`src/include/rhd_defs.svh`:
```
`ifndef RHD_DEFS_SVH
`define RHD_DEFS_SVH

// ****************************************************************
// Register indices; the byte address is four times the index.
// ****************************************************************
`define RHD_IDX_HOUR      6'h04
`define RHD_IDX_HMATCH    6'h05
`define RHD_IDX_WEEKDAY   6'h06
`define RHD_IDX_MONTHDAY  6'h07
`define RHD_IDX_MONTH     6'h08
`define RHD_IDX_YEAR      6'h09
`define RHD_IDX_CTRL      6'h0A
`define RHD_IDX_STAT      6'h0B
`define RHD_NUM_REGS      6
`define RHD_REG_RST       8'h00

// ****************************************************************
// Field positions and codes.
// ****************************************************************
`define RHD_CTRL_DM_BIT    2
`define RHD_CTRL_H24_BIT   1
`define RHD_STAT_MATCH_BIT 0
`define RHD_STAT_REJ_BIT   1
`define RHD_PM_BIT         7
`define RHD_WILDCARD       2'h3
`define RHD_RESP_OKAY      2'h0
`define RHD_RESP_SLVERR    2'h2

// ****************************************************************
// Value ranges, in binary.
// ****************************************************************
`define RHD_HOUR12_MIN    7'h01
`define RHD_HOUR12_MAX    7'h0C
`define RHD_HOUR24_MAX    7'h17
`define RHD_WEEKDAY_MIN   8'h01
`define RHD_WEEKDAY_MAX   8'h07
`define RHD_MDAY_MIN      7'h01
`define RHD_MDAY_MAX      7'h1F
`define RHD_MONTH_MIN     7'h01
`define RHD_MONTH_MAX     7'h0C
`define RHD_YEAR_MAX      7'h63
`define RHD_BCD_RADIX     7'h0A
`define RHD_BCD_DIGIT_MAX 4'h9

`endif

```
`src/include/rhd_pkg.sv`:
```
package rhd_pkg;

   typedef logic [1:0] rhd_resp_t;

   typedef struct packed {
      logic                aw_have;
      logic [5:0]          aw_idx;
      logic                w_have;
      logic [7:0]          wdata;
      logic                wlane;
      logic                awready;
      logic                wready;
      logic                bvalid;
      rhd_resp_t           bresp;
      logic                arready;
      logic                rvalid;
      rhd_resp_t           rresp;
      logic [7:0]          rdata;
      logic [5:0][7:0]     regs;
      logic                dm;
      logic                h24;
      logic                match;
      logic                rej;
   } rhd_state_t;

endpackage

```
`src/rtl/rhd_bcd_dec.sv`:
```
`timescale 1ns/1ns
`include "rhd_defs.svh"

// ****************************************************************
// Decodes a written byte to binary in the selected format.
// ****************************************************************
module rhd_bcd_dec (
   input  wire logic [7:0] raw,
   input  wire logic       bcd,
   output logic      [6:0] bin,
   output logic            ok
);
   logic [3:0] hi;
   logic [3:0] lo;

   assign hi  = raw[7:4];
   assign lo  = raw[3:0];
   assign bin = bcd ? 7'(7'(hi) * `RHD_BCD_RADIX + 7'(lo)) : raw[6:0];
   assign ok  = bcd ? (hi <= `RHD_BCD_DIGIT_MAX && lo <= `RHD_BCD_DIGIT_MAX)
                    : !raw[7];
endmodule // rhd_bcd_dec

```
`src/rtl/rhd_regs.sv`:
```
// Local design decision: the AXI4-Lite interface to the registers.
`timescale 1ns/1ns
`include "rhd_defs.svh"

// Behaviour
// - In 12-hour mode, hour bit 7 is the PM flag, 1 afternoon.
// - Hour bits 6:0 hold 1 to 12, or 0 to 23 in 24-hour mode.
// - Hour and date counts are binary or packed BCD, per data-mode bit.
// - Hour-match is compared with hour and feeds the alarm event.
// - Hour-match with both top bits set always matches.
// - Weekday counts 1, Sunday, through 7, Saturday.
// - Weekday encoding ignores the data-mode bit.
// - Monthday_count stays within 1 to 31.
// - Month stays within 1 to 12.
// - Year stays within 0 to 99, meaning 2000 to 2099.
// - Data-mode bit 1 selects binary, 0 selects BCD.
// - Hour-format bit 1 selects 24-hour with PM clear, 0 12-hour.
module rhd_regs (
   input  wire logic              aclk,
   input  wire logic              aresetn,
   input  wire logic [7:0]        s_axi_awaddr,
   input  wire logic [2:0]        s_axi_awprot,
   input  wire logic              s_axi_awvalid,
   output logic                   s_axi_awready,
   input  wire logic [31:0]       s_axi_wdata,
   input  wire logic [3:0]        s_axi_wstrb,
   input  wire logic              s_axi_wvalid,
   output logic                   s_axi_wready,
   output rhd_pkg::rhd_resp_t     s_axi_bresp,
   output logic                   s_axi_bvalid,
   input  wire logic              s_axi_bready,
   input  wire logic [7:0]        s_axi_araddr,
   input  wire logic [2:0]        s_axi_arprot,
   input  wire logic              s_axi_arvalid,
   output logic                   s_axi_arready,
   output logic [31:0]            s_axi_rdata,
   output rhd_pkg::rhd_resp_t     s_axi_rresp,
   output logic                   s_axi_rvalid,
   input  wire logic              s_axi_rready,
   output logic                   hour_alarm_match,
   output logic                   data_format_select,
   output logic                   hour_format_24
);
   import rhd_pkg::*;

   rhd_state_t s;
   rhd_state_t next_s;
   logic       commit;
   logic       is_hour;
   logic [7:0] dec_in;
   logic [6:0] dec_bin;
   logic       dec_ok;
   logic       val_ok;
   logic [5:0] ar_idx;
   logic [2:0] w_slot;

   // ****************************************************************
   // Write value decode.
   // ****************************************************************
   assign commit  = s.aw_have && s.w_have && !s.bvalid;
   assign is_hour = s.aw_idx == `RHD_IDX_HOUR ||
                    s.aw_idx == `RHD_IDX_HMATCH;
   assign dec_in  = is_hour ? {1'b0, s.wdata[6:0]} : s.wdata;
   assign ar_idx  = s_axi_araddr[7:2];
   assign w_slot  = 3'(s.aw_idx - `RHD_IDX_HOUR);

   rhd_bcd_dec u_dec (
      .raw (dec_in),
      .bcd (!s.dm),
      .bin (dec_bin),
      .ok  (dec_ok)
   );

   function automatic logic hour_ok(input logic [7:0] raw,
                                    input logic [6:0] bin,
                                    input logic       h24);
      if (h24) begin
         hour_ok = !raw[`RHD_PM_BIT] && bin <= `RHD_HOUR24_MAX;
      end else begin
         hour_ok = bin >= `RHD_HOUR12_MIN &&
                   bin <= `RHD_HOUR12_MAX;
      end
   endfunction

   always_comb begin
      val_ok = 1'b0;
      unique case (s.aw_idx)
         `RHD_IDX_HOUR: begin
            val_ok = dec_ok && hour_ok(s.wdata, dec_bin, s.h24);
         end
         `RHD_IDX_HMATCH: begin
            val_ok = s.wdata[7:6] == `RHD_WILDCARD ||
                     (dec_ok && hour_ok(s.wdata, dec_bin, s.h24));
         end
         `RHD_IDX_WEEKDAY: begin
            val_ok = s.wdata >= `RHD_WEEKDAY_MIN &&
                     s.wdata <= `RHD_WEEKDAY_MAX;
         end
         `RHD_IDX_MONTHDAY: begin
            val_ok = dec_ok && dec_bin >= `RHD_MDAY_MIN &&
                     dec_bin <= `RHD_MDAY_MAX;
         end
         `RHD_IDX_MONTH: begin
            val_ok = dec_ok && dec_bin >= `RHD_MONTH_MIN &&
                     dec_bin <= `RHD_MONTH_MAX;
         end
         `RHD_IDX_YEAR: begin
            val_ok = dec_ok && dec_bin <= `RHD_YEAR_MAX;
         end
         default: begin
            val_ok = 1'b0;
         end
      endcase
   end

   // ****************************************************************
   // State update.
   // ****************************************************************
   always_comb begin
      next_s = s;
      if (s.bvalid && s_axi_bready) begin
         next_s.bvalid = 1'b0;
      end
      if (s.rvalid && s_axi_rready) begin
         next_s.rvalid = 1'b0;
      end
      if (s_axi_awvalid && s.awready) begin
         next_s.aw_have = 1'b1;
         next_s.aw_idx  = s_axi_awaddr[7:2];
      end
      if (s_axi_wvalid && s.wready) begin
         next_s.w_have = 1'b1;
         next_s.wdata  = s_axi_wdata[7:0];
         next_s.wlane  = s_axi_wstrb[0];
      end
      if (commit) begin
         next_s.aw_have = 1'b0;
         next_s.w_have  = 1'b0;
         next_s.bvalid  = 1'b1;
         next_s.bresp   = `RHD_RESP_OKAY;
         if (s.aw_idx >= `RHD_IDX_HOUR && s.aw_idx <= `RHD_IDX_YEAR) begin
            if (s.wlane) begin
               next_s.rej = !val_ok;
               if (val_ok) begin
                  next_s.regs[w_slot] = s.wdata;
               end
            end
         end else if (s.aw_idx == `RHD_IDX_CTRL) begin
            if (s.wlane) begin
               next_s.dm  = s.wdata[`RHD_CTRL_DM_BIT];
               next_s.h24 = s.wdata[`RHD_CTRL_H24_BIT];
               if (s.wdata[`RHD_CTRL_H24_BIT]) begin
                  next_s.regs[0][`RHD_PM_BIT] = 1'b0;
                  if (s.regs[1][7:6] != `RHD_WILDCARD) begin
                     next_s.regs[1][`RHD_PM_BIT] = 1'b0;
                  end
               end
            end
         end else if (s.aw_idx != `RHD_IDX_STAT) begin
            next_s.bresp = `RHD_RESP_SLVERR;
         end
      end
      if (s_axi_arvalid && s.arready) begin
         next_s.rvalid = 1'b1;
         next_s.rresp  = `RHD_RESP_OKAY;
         next_s.rdata  = `RHD_REG_RST;
         if (ar_idx >= `RHD_IDX_HOUR && ar_idx <= `RHD_IDX_YEAR) begin
            next_s.rdata = s.regs[3'(ar_idx - `RHD_IDX_HOUR)];
         end else if (ar_idx == `RHD_IDX_CTRL) begin
            next_s.rdata[`RHD_CTRL_DM_BIT]  = s.dm;
            next_s.rdata[`RHD_CTRL_H24_BIT] = s.h24;
         end else if (ar_idx == `RHD_IDX_STAT) begin
            next_s.rdata[`RHD_STAT_MATCH_BIT] = s.match;
            next_s.rdata[`RHD_STAT_REJ_BIT]   = s.rej;
         end else begin
            next_s.rresp = `RHD_RESP_SLVERR;
         end
      end
      next_s.awready = !next_s.aw_have && !next_s.bvalid;
      next_s.wready  = !next_s.w_have && !next_s.bvalid;
      next_s.arready = !next_s.rvalid;
      next_s.match   = next_s.regs[1][7:6] == `RHD_WILDCARD ||
                       next_s.regs[1] == next_s.regs[0];
   end

   always_ff @(posedge aclk) begin
      if (!aresetn) begin
         s       <= '0;
         s.match <= 1'b1;
      end else begin
         s <= next_s;
      end
   end

   // ****************************************************************
   // Outputs.
   // ****************************************************************
   assign s_axi_awready      = s.awready;
   assign s_axi_wready       = s.wready;
   assign s_axi_bvalid       = s.bvalid;
   assign s_axi_bresp        = s.bresp;
   assign s_axi_arready      = s.arready;
   assign s_axi_rvalid       = s.rvalid;
   assign s_axi_rresp        = s.rresp;
   assign s_axi_rdata        = {24'h00_0000, s.rdata};
   assign hour_alarm_match   = s.match;
   assign data_format_select = s.dm;
   assign hour_format_24     = s.h24;
endmodule // rhd_regs

```
`config.mk`:
```
export PLATFORM = sky130hd
export DESIGN_NAME = rhd_regs
export DESIGN_NICKNAME = d
export VERILOG_FILES = /design/src/include/rhd_pkg.sv /design/src/rtl/rhd_bcd_dec.sv /design/src/rtl/rhd_regs.sv
export VERILOG_INCLUDE_DIRS = /design/src /design/src/include
export SDC_FILE = /design/constraint.sdc
export NUM_CORES = 1
export LEC_CHECK = 0
export BUFFER_PORTS_ARGS = -buffer_cell sky130_fd_sc_hd__buf_2
export CAP_MARGIN = 5
export CORE_MARGIN = 1.5
export CORE_UTILIZATION = 45
export DETAILED_ROUTE_END_ITERATION = 6
export GPL_ROUTABILITY_DRIVEN = 1
export GPL_TIMING_DRIVEN = 0
export PLACE_DENSITY = 0.68
export SYNTH_ARGS = -nofsm -noshare
export SYNTH_HDL_FRONTEND = slang
export SYNTH_SLANG_ARGS = --single-unit
```
`constraint.sdc`:
```
create_clock -name aclk -period 7.8 [get_ports aclk]
set_input_delay 1.56 -clock aclk [delete_from_list [all_inputs] [get_ports aclk]]
set_output_delay 1.56 -clock aclk [all_outputs]
set_load 0.02 [all_outputs]
```
; ---- Word-level counts from Yosys, hierarchy flattened
; Index checks and enable logic that the tools add are counted.
[op_classes]
n_addsub = 3
multipliers = 1
div = 0
magnitude_cmp = 16
eq_ne = 14
n_shift = 0
muxes = 49
n_bitwise = 1
n_reduce_logical = 36
[ops]
columns = cell, count
row1 = bitwise mux 48 bit, 1
row2 = two-way mux 16 bit, 2
row3 = equality test 6 x 4 -> 1 bit (second input constant), 5
row4 = two-way mux 7 bit, 4
row5 = binary-select mux 8 bit (select 3 bit), 1
row6 = demux 8 bit (select 3 bit), 1
row7 = equality test 6 x 3 -> 1 bit (second input constant), 4
row8 = two-way mux 8 bit, 3
row9 = logical AND 1 bit, 22
row10 = two-way mux 1 bit, 20
row11 = two-way mux 2 bit, 10
row12 = two-way mux 18 bit, 1
row13 = <= comparator 7 x 5 -> 1 bit (second input constant), 2
row14 = greater-or-equal comparator 6 x 3 -> 1 bit (second input constant), 2
row15 = <= comparator 6 x 4 -> 1 bit (second input constant), 2
row16 = two-way mux 11 bit, 1
row17 = two-way mux 10 bit, 1
row18 = equality test 8 bit, 1
row19 = greater-or-equal comparator 8 x 1 -> 1 bit (second input constant), 1
row20 = <= comparator 4 bit (second input constant), 2
row21 = <= comparator 8 x 3 -> 1 bit (second input constant), 1
row22 = logical NOT 1 bit, 8
row23 = < comparator 3 x 4 -> 1 bit (second input constant), 2
row24 = AND reduction 4 bit, 2
row25 = other kinds (16), 21
[totals]
reg_bits = 86
latchBits = 0
ramBits = 0
romBits = 0
out_inout_bits = 44
wordCells = 143
mem_count = 0

; ---- Longest topological paths before layout
; Gate-level depths: netlist of the first run.
[logic_depth]
depth_word = 19
ltp_mapped = 17

; ---- Modules after synthesis
; Synthesis of the first run repeated with hierarchy kept, for this count alone.
[unflattened]
hier_cells = 517
hier_area_um2 = 4794.6
[modules_own_cells]
columns = mod, instances, cells_per_inst, area_per_inst_um2, seq_area_each_um2
row1 = rhd_regs, 1, 474, 4431.8, 1681.6
row2 = rhd_bcd_dec, 1, 43, 362.8, 0.0

; ---- Worst setup path before layout of the first run
; OpenSTA, ideal clock, no wires.
[synth_timing]
path_type = register to register
from = reg s[82] in the netlist's numbering
to = reg s (netlist bit hour_alarm_match)
setup_time_ns = 0.124
t_arrival_ns = 3.984
required_ns = 7.676
setup_slack_ns = 3.692
stages_incl_launch_ff = 16
path_buffers = 0
path_cell_list = dfxtp_1 -> or4b_4 -> o21ai_0 -> inv_1 -> ha_1 -> ha_1 -> inv_1 -> fa_1 -> or3_1 -> a31oi_1 -> nand3b_1 -> o21a_4 -> o21ai_4 -> nand4_2 -> mux2i_1 -> a2111o_1
[synth_between]
elab_chain_len = 19
[synth_rtl]
columns = element, line_no
row1 = "start, declared", rhd_regs.sv:46  ; rhd_state_t s;
row2 = "start signal, assigned", rhd_regs.sv:191  ; s <= next_s;
row3 = equality test 6 x 3 -> 1 bit, rhd_regs.sv:87  ; unique case (s.aw_idx)
row4 = logical OR 1 bit (no source line), --
row5 = two-way mux 8 bit, rhd_regs.sv:63  ; assign dec_in = is_hour ? {1'b0, s.wdata[6:0]} : s.wdata;
row6 = multiplier 4 x 3 -> 6 bit (no source line), --
row7 = adder 7 x 4 -> 7 bit, rhd_bcd_dec.sv:18  ; assign bin = bcd ? 7'(7'(hi) * `RHD_BCD_RADIX + 7'(lo)) : raw[6:0];
row8 = two-way mux 7 bit, rhd_bcd_dec.sv:18
row9 = greater-or-equal comparator 7 x 1 -> 1 bit (no source line) (tied with other cells), --
row10 = logical AND 1 bit (no source line), --
row11 = [3 not listed], --
row12 = logical OR 1 bit, rhd_regs.sv:92  ; val_ok = s.wdata[7:6] == `RHD_WILDCARD ||
row13 = one-hot mux 1 bit (6 select lines), rhd_regs.sv:87
row14 = two-way mux 16 bit, rhd_regs.sv:144  ; if (val_ok) begin
row15 = two-way mux 16 bit, rhd_regs.sv:142  ; if (s.wlane) begin
row16 = two-way mux 7 bit or two-way mux 1 bit (tied branches), rhd_regs.sv:141  ; if (s.aw_idx >= `RHD_IDX_HOUR && s.aw_idx <= `RHD_IDX_YEAR) begin
row17 = two-way mux 18 bit (*), rhd_regs.sv:136  ; if (commit) begin
row18 = equality test 8 bit or equality test 2 bit (tied branches), --
row19 = logical OR 1 bit (*), rhd_regs.sv:182  ; next_s.match = next_s.regs[1][7:6] == `RHD_WILDCARD ||
; Mark *: on every way between the ends. The rest lies on a longest branch, timed or not. The select of a mux whose other input is x is not followed.
; A chain may end at the register's enable or synchronous reset.

; ---- Final worst setup path of the first run
; Same ends and word-level chain as after synthesis.

==> results of run 1 <==
-- cell usage in the layout, fill, tap and decap left out, types with 3 or more instances in the layout --
cell type	instances
nor2_1	60
a22oi_1	8
mux2i_1	43
dfxtp_1	84
buf_1	4
ha_1	6
buf_4	38
nand2_1	48
nand3b_1	4
o21ai_0	10
nor3_1	11
clkbuf_1	21
inv_1	10
a21oi_1	37
nand2b_1	4
nor2b_1	4
conb_1	26
and2_1	6
a211oi_1	4
xor2_1	10
clkbuf_8	9
nand4_1	5
mux2_2	8
xnor2_1	6
mux4_2	8
nor3b_1	3
buf_2	47
and3_1	10
nand3_1	19
-- report_power, final --
group | leakage (nW) | internal (mW) | switching, mW | total [mW]
sequential | 0.680 | 0.435 | 0.00574 | 0.441
combinational | 1.51 | 0.0415 | 0.0718 | 0.113
clock | 0.100 | 0.150 | 0.166 | 0.316
-- stage by stage --
stage / utilization (%) / instance area, um^2 / total power, mW
floorplan: - / 4770 / 0.533
global placement: 50.6 / 5160 / 0.561
detailed placement: 50.6 / 5160 / 0.563
CTS: 52.6 / 5350 / 0.875
global route: 52.6 / 5350 / 0.904
finish: 52.6 / 5350 / 0.870
-- state kept, by name (all words and copies together), names as in the netlist --
signal              count
s_axi_awready           1
s_axi_arready           1
data_format_select      1
s_axi_rvalid            1
s_axi_wready            1
s                      66
hour_format_24          1
hour_alarm_match        1
s_axi_rresp             1
s_axi_bvalid            1
s_axi_rdata             8
s_axi_bresp             1
-- Yosys cell counts (5+ instances only) --
| cell | instances |
|---|---|
| a22oi_1 | 8 |
| o21ai_0 | 10 |
| mux2_2 | 8 |
| and2_1 | 6 |
| dfxtp_1 | 84 |
| nor3_1 | 11 |
| mux2i_1 | 43 |
| clkbuf_1 | 21 |
| buf_4 | 38 |
| a21oi_1 | 37 |
| mux4_2 | 8 |
| inv_1 | 10 |
| nand3_1 | 19 |
| nor2_1 | 60 |
| xor2_1 | 10 |
| ha_1 | 6 |
| xnor2_1 | 6 |
| and3_1 | 10 |
| nand2_1 | 48 |
| nand4_1 | 5 |
-- cell type report --
class / instances / area share, %
multi-input combinational: 391 / 49.2
sequential: 84 / 31.4
buffer: 68 / 7.67
timing repair buffer: 43 / 4.02
tap: 136 / 3.18
clock buffer: 9 / 2.31
clock inverter: 7 / 1.38
inverter: 12 / 0.841
-- how the worst min path moves through the flow --
stage / from / end / slack, ns / cells past startpoint
2_1_floorplan: s_axi_bresp[1]$_SDFFE_PN0P_ / s_axi_bresp[1]$_SDFFE_PN0P_ / 0.43 / 2
3_3_place_gp: s_axi_bresp[1]$_SDFFE_PN0P_ / s_axi_bresp[1]$_SDFFE_PN0P_ / 0.45 / 2
4_1_cts: s_axi_bresp[1]$_SDFFE_PN0P_ / s_axi_bresp[1]$_SDFFE_PN0P_ / 0.47 / 2
6_report: s_axi_bresp[1]$_SDFFE_PN0P_ / s_axi_bresp[1]$_SDFFE_PN0P_ / 0.47 / 2
3_5_place_dp: s_axi_bresp[1]$_SDFFE_PN0P_ / s_axi_bresp[1]$_SDFFE_PN0P_ / 0.46 / 2
5_1_grt: s[23]$_SDFFE_PN0P_ / s[23]$_SDFFE_PN0P_ / 0.50 / 1
-- layer usage --
layer / share of wire [%] / GRT usage (%) / vias to the layer above / routed length, um
met2: 47 / 35.7 / 139 / 5670
met5: 0 / 0 / - / 0
met3: 6.4 / 4.18 / 23 / 771
met4: 2.5 / 11.5 / 0 / 295
li1: - / - / 1966 / -
met1: 44 / 28.4 / 1977 / 5260
-- worst max-delay path, stage by stage (launching register included) --
cell       delay (ns)
dfxtp_1          0.35
or4b_4           0.58
o21ai_0          0.31
inv_1            0.09
ha_1             0.30
ha_1             0.20
inv_1            0.06
fa_1             0.44
or3_1            0.37
a31oi_1          0.30
o2bb2ai_1        0.19
o21ai_2          0.16
o21ai_4          0.30
nand4_2          0.39
mux2i_1          0.26
a2111o_1         0.43
-- cells by family (layout without fill, tap and decap cells) --
family | after synthesis | in the layout
AO/OA/AOI/OAI | 89 | 89
XOR/XNOR | 16 | 16
adder cells (fa/ha/maj) | 8 | 8
buffers and inverters | 80 | 139
flip-flops | 84 | 84
multiplexers | 59 | 59
other | 1 | 26
AND/OR/NAND/NOR | 193 | 193
==> metrics.txt, run 1 <==
clock slew at reported path FFs 0.09 ns; Residual DRC 0; vias between 4000 and 5000; post-synthesis sequential area ratio between 30% and 40%; Hold WC Path Type flip-flop to flip-flop; die area 11000 um^2; CTS sink cnt 84; Inst Count DP about 730; share of cells above drive strength 1 a little over a fifth; status completed; Reg-to-Reg Start s[82]$_SDFFE_PN0P_; FF-to-FF setup slack around 3.0 ns; Nets ~680; core box area 10200 um^2; relative slew slack roughly 44%; CTS max path bufs 2; Post-DP HPWL around 9000 um; global-route wire length before repair ~19000 um; synth warn 0; setup ws final roughly 3 ns; final-layout fill cell count 1032; hold buffers post-CTS 0; # setup viols final 0; mean post-synth cell area ~8.8 um^2; RSZ-0062 raised after global routing false; Routed WL approximately 12000 um; EDFF count, synth 0; Max Cap Viol 0; depth of the CTS H-tree 3; largest family of logic cells by synthesized area simple AND/OR/NAND/NOR gates; final clock skew approximately 0.0077 ns; Die Ht about 100 um; XOR/XNOR Fraction of Synth Area under 10%; Root Buffer clkbuf_8; Distinct cells, synth slightly below 70; Avg WL per Cell around 16 um; multi-input combinational cell area about 2600 um^2; crit path launch s[82]$_SDFFE_PN0P_; CTS Buf Count 9; Register Area ~1700 um^2; Routed Antenna Nets 0; CTS tree done; PortBufs 43; Syn Std Cell Area about 4700 um^2; Total Neg Setup Slack 0 ns; Worst setup EP type flip-flop; LEAKAGE between 2 and 2.5 nW; critical path arrival between 5 and 6 ns; largest cells by area after synthesis dfxtp_1 (36%), mux2i_1 (9.2%), buf_4 (6.1%); antenna violations before repair 0; critical path type flip-flop to flip-flop; Rows 37; period utilization about 62%; post-synth top area cell dfxtp_1; dpl ws 3.01 ns; Starting Density a little under half; largest net degree at the start of global routing 16; PD cells between 150 and 200 nW/um^2; crit path to hour_alarm_match$_SDFF_PN1_; I/O pin count 109; PostCTS Resize Cnt 0; CP required between 8 and 9 ns; fmax just over 200 MHz; startpoint class of the critical path flip-flop; Post-Synthesis Cells 530; Fin Hold WS between 0.4 and 0.5 ns; R2R depth 15; total track usage approximately 22%; ys flop type dfxtp_1; Skew-Pair Late Insertion Delay ~0.37 ns; Max IR drop VDD about 0.07 mV; gpl congestion approximately 0.90; n_diodes 0; Die X between 100 and 150 um; initial DRC count ~300; Max Slew Vio Count 0; Vias/cell 5.47; Worst Path Max Fanout 8; adder-cell area share of the yosys netlist under 10%; Slew @ Worst Pin 0.833 ns; Synth Area in Compound Gates between 10 and 15%; share of the synthesized area in the top cell type approximately 36%; multiplexer area fraction after synthesis around 15%; worst reg2reg path endpoint hour_alarm_match$_SDFF_PN1_; vias in the first global route about 3800; post-synthesis simple-gate area fraction a little over a fifth; Final Hold Viols 0; growth of design area from synthesis to finish 14.5%; post-CTS setup buffer count 0; Post-synth ARST share 0%; minimum clock period 4.85 ns; FF+latch count, synth 84; gr ovfl total 0; router iterations before antenna repair 5; fin cells 750
(Power assumes the default switching activity.)
==> run 2: changes to the inputs <==
==> constraint.sdc (replaced) <==
create_clock -name aclk -period 4.75 [get_ports aclk]
set_input_delay 0.95 -clock aclk [delete_from_list [all_inputs] [get_ports aclk]]
set_output_delay 0.95 -clock aclk [all_outputs]
set_load 0.02 [all_outputs]
==> run 2 against run 1 <==
- maximum frequency increased by 6.0%
- first-iteration DRC count shrank 3.4%
- combinational power rose by 65%
==> metrics.txt, run 2 (synthesis gave the netlist of run 1 again) <==
Die Ht 105 um (unchanged); depth of the CTS H-tree 3 (unchanged); I/O pin count 109 (unchanged); Worst Min Path Start s_axi_bresp[1]$_SDFFE_PN0P_ (unchanged); relative slew slack 45.6% (was 44.4%); Most flops, register s (unchanged); Hold EP s_axi_bresp[1]$_SDFFE_PN0P_ (unchanged); CP required 5.00 ns (was 8.04 ns); router iterations before antenna repair 5 (unchanged); CTS sink cnt 84 (unchanged); Slew @ Worst Pin 0.817 ns (was 0.833 ns); n_diodes 0 (unchanged); antenna violations before repair 0 (unchanged); largest net degree at the start of global routing 16 (unchanged); met3 wire length 801 um (was 771 um); Max Slew Vio Count 0 (unchanged); worst reg2reg path endpoint hour_alarm_match$_SDFF_PN1_ (unchanged); Skew-Pair Late Insertion Delay 0.37 ns (about the same); fmax 219 MHz (was 206 MHz); Post-DP HPWL 8870 um (unchanged); Sequential Power Share 50.6% (was 50.7%); LEAKAGE 2.30 nW (was 2.29 nW); clock slew at reported path FFs 0.09 ns (about the same); post-layout instance area 5380 um^2 (was 5350 um^2); Max Used Layer met4 (unchanged); startpoint class of the critical path flip-flop (unchanged); CTS max path bufs 2 (unchanged); metal1 wirelength 5270 um (was 5260 um); status completed (unchanged); critical path type flip-flop to flip-flop (unchanged); Switching Power 0.403 mW (was 0.244 mW); CTS tree done (unchanged); Placement Cell Area 5160 um^2 (unchanged); Root Buffer clkbuf_8 (unchanged); combinational fraction of design power 13.1% (was 13.0%); dpl ws -0.0444 ns (was 3.01 ns); PortBufs 43 (unchanged); Clk network pwr share 36.3% (about the same); PD cells 266 nW/um^2 (was 163 nW/um^2); period utilization 96.3% (was 62.2%); Reg-to-Reg Start s[82]$_SDFFE_PN0P_ (unchanged); gpl congestion 0.905 (unchanged); critical path arrival 4.82 ns (was 5.09 ns); gr ovfl total 0 (unchanged); Max Cap Viol 0 (unchanged); die area 11000 um^2 (unchanged); R2R depth 15 (unchanged); final-layout fill cell count 1027 (was 1032); setup ws final 0.177 ns (was 2.95 ns); Register Area 1680 um^2 (unchanged); Max IR drop VDD 0.113 mV (was 0.0685 mV); crit path launch s[82]$_SDFFE_PN0P_ (unchanged); RSZ-0062 raised after global routing false (unchanged); initial DRC count 285 (was 295); sw frac 28.1% (was 28.0%); total track usage 22.2% (unchanged); Die X 105 um (unchanged); Worst setup EP type flip-flop (unchanged); Routed Antenna Nets 0 (unchanged); Vias/cell 5.45 (was 5.47); Final Hold Viols 0 (unchanged); growth of design area from synthesis to finish 15.0% (was 14.5%); final clock skew 0.00710 ns (was 0.00766 ns); Routed WL 12000 um (about the same); metal2 WL 5610 um (was 5670 um); most frequent cells in the layout dfxtp_1 (84), nor2_1 (60), nand2_1 (48), buf_2 (47), mux2i_1 (43) (unchanged); Avg WL per Cell 16.0 um (about the same); most common cell after layout, fill and taps aside dfxtp_1 (unchanged); global-route wire length before repair 19100 um (about the same); Rows 37 (unchanged); Residual DRC 0 (unchanged); multi-input combinational cell area 2650 um^2 (was 2630 um^2); share of cells above drive strength 1 22.0% (was 21.7%); total power draw 1.43 mW (was 0.870 mW); # setup viols final 0 (unchanged); minimum clock period 4.57 ns (was 4.85 ns); Nets 683 (was 682); FF-to-FF setup slack 0.18 ns (was 2.95 ns); Hold Path Depth 2 (unchanged); CTS Buf Count 9 (unchanged); Int Pwr 1.03 mW (was 0.626 mW); vias 4091 (was 4105); vias in the first global route 3802 (was 3801); Finished Core Util 52.8% (was 52.6%); core box area 10200 um^2 (unchanged); max reg flops 66 (unchanged); Hold WC Path Type flip-flop to flip-flop (unchanged); Worst Path Max Fanout 8 (unchanged); Starting Density 45.9% (unchanged)
-- run 2: cell types whose count changed in the layout (fill, tap and decap cells not counted), sizes merged --
cell | previous run | this run
buf | 90 | 91
-- run 2: what timing repair did --
item,CTS,global route
buffers inserted,0,1
gates resized for setup,1,2
hold buffers,0,0
pin swaps,0,1
endpoints found under the setup margin,1,16
-- run 2: final cells by class --
type	instances	share of cell area, %
clock buffer	9	2.30
timing repair buffer	44	4.14
clock inverter	7	1.37
multi-input combinational	391	49.3
sequential	84	31.3
buffer	68	7.63
inverter	12	0.838
tap	136	3.16
-- run 2: routing by layer --
metal,up-vias,GRT usage [%]
li1,1974,-
met1,1955,28.4
met2,136,35.6
met3,26,4.18
met4,0,11.5
met5,-,0
-- run 2: how the worst max path moves through the flow --
stage,end,cells after the start,slack [ns]
6_report,hour_alarm_match$_SDFF_PN1_,15,0.18
5_1_grt,hour_alarm_match$_SDFF_PN1_,15,0.03
4_1_cts,hour_alarm_match$_SDFF_PN1_,15,0.05
3_5_place_dp,hour_alarm_match$_SDFF_PN1_,15,-0.04
3_3_place_gp,hour_alarm_match$_SDFF_PN1_,15,0.04
2_1_floorplan,hour_alarm_match$_SDFF_PN1_,15,0.64
-- run 2: through the flow --
stage	hold slack (ns)	TNS [ns]	cells
detailed placement	0.463	-0.0444	734
floorplan	0.432	0	555
CTS	0.475	0	750
global route	0.496	0	751
global placement	0.455	0	734
finish	0.468	0	751
-- run 2: critical path, stage by stage (launching register included) --
cell      delay (ns)
dfxtp_1         0.34
or4b_4          0.58
o21ai_1         0.23
inv_1           0.08
ha_1            0.29
ha_1            0.20
inv_1           0.06
fa_1            0.44
or3_1           0.38
a31oi_2         0.25
nand3b_1        0.13
o21a_4          0.24
o21ai_4         0.29
nand4_4         0.27
mux2i_1         0.23
a2111o_1        0.42
-- run 2: power groups by stage --
stage / registers, mW / clock network, mW / logic [mW]
6_report: 0.724 / 0.520 / 0.187
3_5_place_dp: 0.741 / 0 / 0.184
5_1_grt: 0.726 / 0.556 / 0.203
2_1_floorplan: 0.742 / 0 / 0.132
3_3_place_gp: 0.740 / 0 / 0.181
4_1_cts: 0.724 / 0.528 / 0.185
==> run 3: changes to the inputs <==
--- a/config.mk
+++ b/config.mk
@@ -8,6 +8,7 @@
 export LEC_CHECK = 0
 export BUFFER_PORTS_ARGS = -buffer_cell sky130_fd_sc_hd__buf_2
 export CAP_MARGIN = 5
+export CORE_ASPECT_RATIO = 1.1
 export CORE_MARGIN = 1.5
 export CORE_UTILIZATION = 45
 export DETAILED_ROUTE_END_ITERATION = 6
==> run 3 against run 2 <==
- clock-buffer cell count grew 2
- combinational power grew 2%
- register-to-register slack gained 0.03 ns
- setup slack gained 0.030 ns
- sequential share of layout area grew 0.058 points
- flip-flop and latch count is the same
- worst hold slack gained 0.0061 ns
- routed wire length grew 2.1%
- non-clock buffer count is the same
- first-iteration DRC count shrank 2.8%
- power grew 0.68%
- critical endpoint unchanged
==> metrics.txt, run 3 (synthesis gave the netlist of run 1 again) <==
critical path type flip-flop to flip-flop (unchanged); Most flops, register s (unchanged); Slew @ Worst Pin 0.861 ns (was 0.817 ns); final-layout fill cell count 943 (was 1027); Routed WL 12300 um (was 12000 um); most frequent cells in the layout dfxtp_1 (84), nor2_1 (60), nand2_1 (48), buf_2 (47), mux2i_1 (43) (unchanged); GRT Max-Usage Layer met2 (unchanged); period utilization 95.7% (was 96.3%); I/O pin count 109 (unchanged); n_diodes 0 (unchanged); relative slew slack 42.6% (was 45.6%); met1 usage 29.4% (was 28.4%); Int Pwr 1.04 mW (was 1.03 mW); Vias/cell 5.49 (was 5.45); Finished Core Util 53.7% (was 52.8%); Clk network pwr share 36.5% (was 36.3%); Skew-Pair Late Insertion Delay 0.36 ns (was 0.37 ns); total track usage 22.8% (was 22.2%); Nets 683 (unchanged); CP required 4.98 ns (was 5.00 ns); largest net degree at the start of global routing 15 (was 16); Root Buffer clkbuf_8 (unchanged); startpoint class of the critical path flip-flop (unchanged); CTS Buf Count 9 (unchanged); Worst Path Max Fanout 8 (unchanged); Max Slew Vio Count 0 (unchanged); Max IR drop VDD 0.143 mV (was 0.113 mV); most common cell after layout, fill and taps aside dfxtp_1 (unchanged); Residual DRC 0 (unchanged); router iterations before antenna repair 5 (unchanged); status completed (unchanged); share of cells above drive strength 1 21.8% (was 22.0%); initial DRC count 277 (was 285); Post-DP HPWL 8850 um (was 8870 um); fmax 220 MHz (was 219 MHz); Starting Density 46.8% (was 45.9%); Max Cap Viol 0 (unchanged); die area 11000 um^2 (about the same); sw frac 27.7% (was 28.1%); Total Neg Setup Slack 0 ns (unchanged); depth of the CTS H-tree 3 (unchanged); vias in the first global route 3761 (was 3802); gr ovfl total 0 (unchanged); PortBufs 43 (unchanged); clock slew at reported path FFs 0.09 ns (about the same); critical path arrival 4.78 ns (was 4.82 ns); multi-input combinational cell area 2660 um^2 (was 2650 um^2); CTS sink cnt 84 (unchanged); minimum clock period 4.54 ns (was 4.57 ns); Register Area 1680 um^2 (unchanged); global-route wire length before repair 19100 um (about the same); Worst setup EP type flip-flop (unchanged); gpl congestion 0.892 (was 0.905); Rows 38 (was 37); Sequential Power Share 50.3% (was 50.6%); antenna violations before repair 0 (unchanged); Avg WL per Cell 16.7 um (was 16.0 um); RSZ-0062 raised after global routing false (unchanged); CTS max path bufs 2 (unchanged); Die X 100 um (was 105 um); Switching Power 0.399 mW (was 0.403 mW); max reg flops 66 (unchanged); Routed Antenna Nets 0 (unchanged); Hold WC Path Type flip-flop to flip-flop (unchanged); met3 GRT Util 4.13% (was 4.18%); CTS tree done (unchanged); core box area 9980 um^2 (was 10200 um^2); Die Ht 110 um (was 105 um); vias 4035 (was 4091); combinational fraction of design power 13.2% (was 13.1%); growth of design area from synthesis to finish 14.7% (was 15.0%); LEAKAGE 2.30 nW (about the same); Final Hold Viols 0 (unchanged); final clock skew 0.0125 ns (was 0.00710 ns); PD cells 269 nW/um^2 (was 266 nW/um^2); # setup viols final 0 (unchanged); GR met2 Demand/Resource 37.2% (was 35.6%)
==> run 3: cell count changes in the layout (fill, tap and decap cells not counted) <==
cell / previous run / this run
clkinv_2: 2 / 1
clkinvlp_4: 1 / 2
clkbuf_1: 21 / 22
clkbuf_8: 9 / 10
o21ai_2: 1 / 0
inv_6: 2 / 1
clkinv_4: 1 / 0
o21ai_4: 1 / 2
==> run 3: metal layers <==
metal	routed length [um]	part of all wire, %
met5	0	0
met4	319	2.6
met3	583	4.8
met2	5800	47
met1	5540	45
==> run 3: final timing paths <==
path	startpoint	end	slack, ns	cells past startpoint
max	s[82]$_SDFFE_PN0P_	hour_alarm_match$_SDFF_PN1_	0.21	15
min	s_axi_bresp[1]$_SDFFE_PN0P_	s_axi_bresp[1]$_SDFFE_PN0P_	0.47	2
max reg2reg	s[82]$_SDFFE_PN0P_	hour_alarm_match$_SDFF_PN1_	0.21	15
min reg2reg	s_axi_bresp[1]$_SDFFE_PN0P_	s_axi_bresp[1]$_SDFFE_PN0P_	0.47	2
==> run 3: worst max-delay path: stages, from the launching register on <==
cell      delay (ns)
dfxtp_1         0.34
or4b_4          0.59
o21ai_1         0.22
inv_1           0.07
ha_1            0.28
ha_1            0.20
inv_1           0.06
fa_1            0.44
or3_1           0.37
a31oi_2         0.28
nand3b_1        0.13
o21a_4          0.24
o21ai_4         0.28
nand4_4         0.26
mux2i_1         0.22
a2111o_1        0.43
==> run 3: power groups by stage <==
stage	Clock (mW)	Sequential, mW	Combinational (mW)
3_3_place_gp	0	0.740	0.183
4_1_cts	0.531	0.724	0.186
2_1_floorplan	0	0.742	0.132
5_1_grt	0.560	0.726	0.205
6_report	0.526	0.725	0.191
3_5_place_dp	0	0.741	0.185
==> run 3: area by class of cell <==
cell class	count	area share [%]
Buffer	68	7.65
Multi-Input combinational cell	391	49.5
Timing Repair Buffer	44	4.15
Sequential cell	84	31.3
Clock inverter	5	1.10
Clock buffer	11	2.63
Tap cell	120	2.80
Inverter	12	0.839
==> run 3: through the flow <==
stage / area [um^2] / setup WS (ns) / total power [mW] / hold slack, ns / std cells
2_1_floorplan: 4770 / 0.642 / 0.875 / 0.432 / 555
3_3_place_gp: 5140 / 0.0426 / 0.923 / 0.453 / 718
3_5_place_dp: 5140 / 0.00964 / 0.926 / 0.464 / 718
4_1_cts: 5340 / 0.00795 / 1.44 / 0.478 / 734
5_1_grt: 5370 / 0.0721 / 1.49 / 0.491 / 735
6_report: 5370 / 0.206 / 1.44 / 0.474 / 735
==> run 3: what timing repair did <==
| item | 4_1_cts | 5_1_grt |
|---|---|---|
| endpoints found under the setup margin | 0 | 8 |
| endpoints found under the hold margin | 0 | 0 |
| resized for setup | 0 | 4 |
| setup buffers | 0 | 1 |
| hold buffers | 0 | 0 |
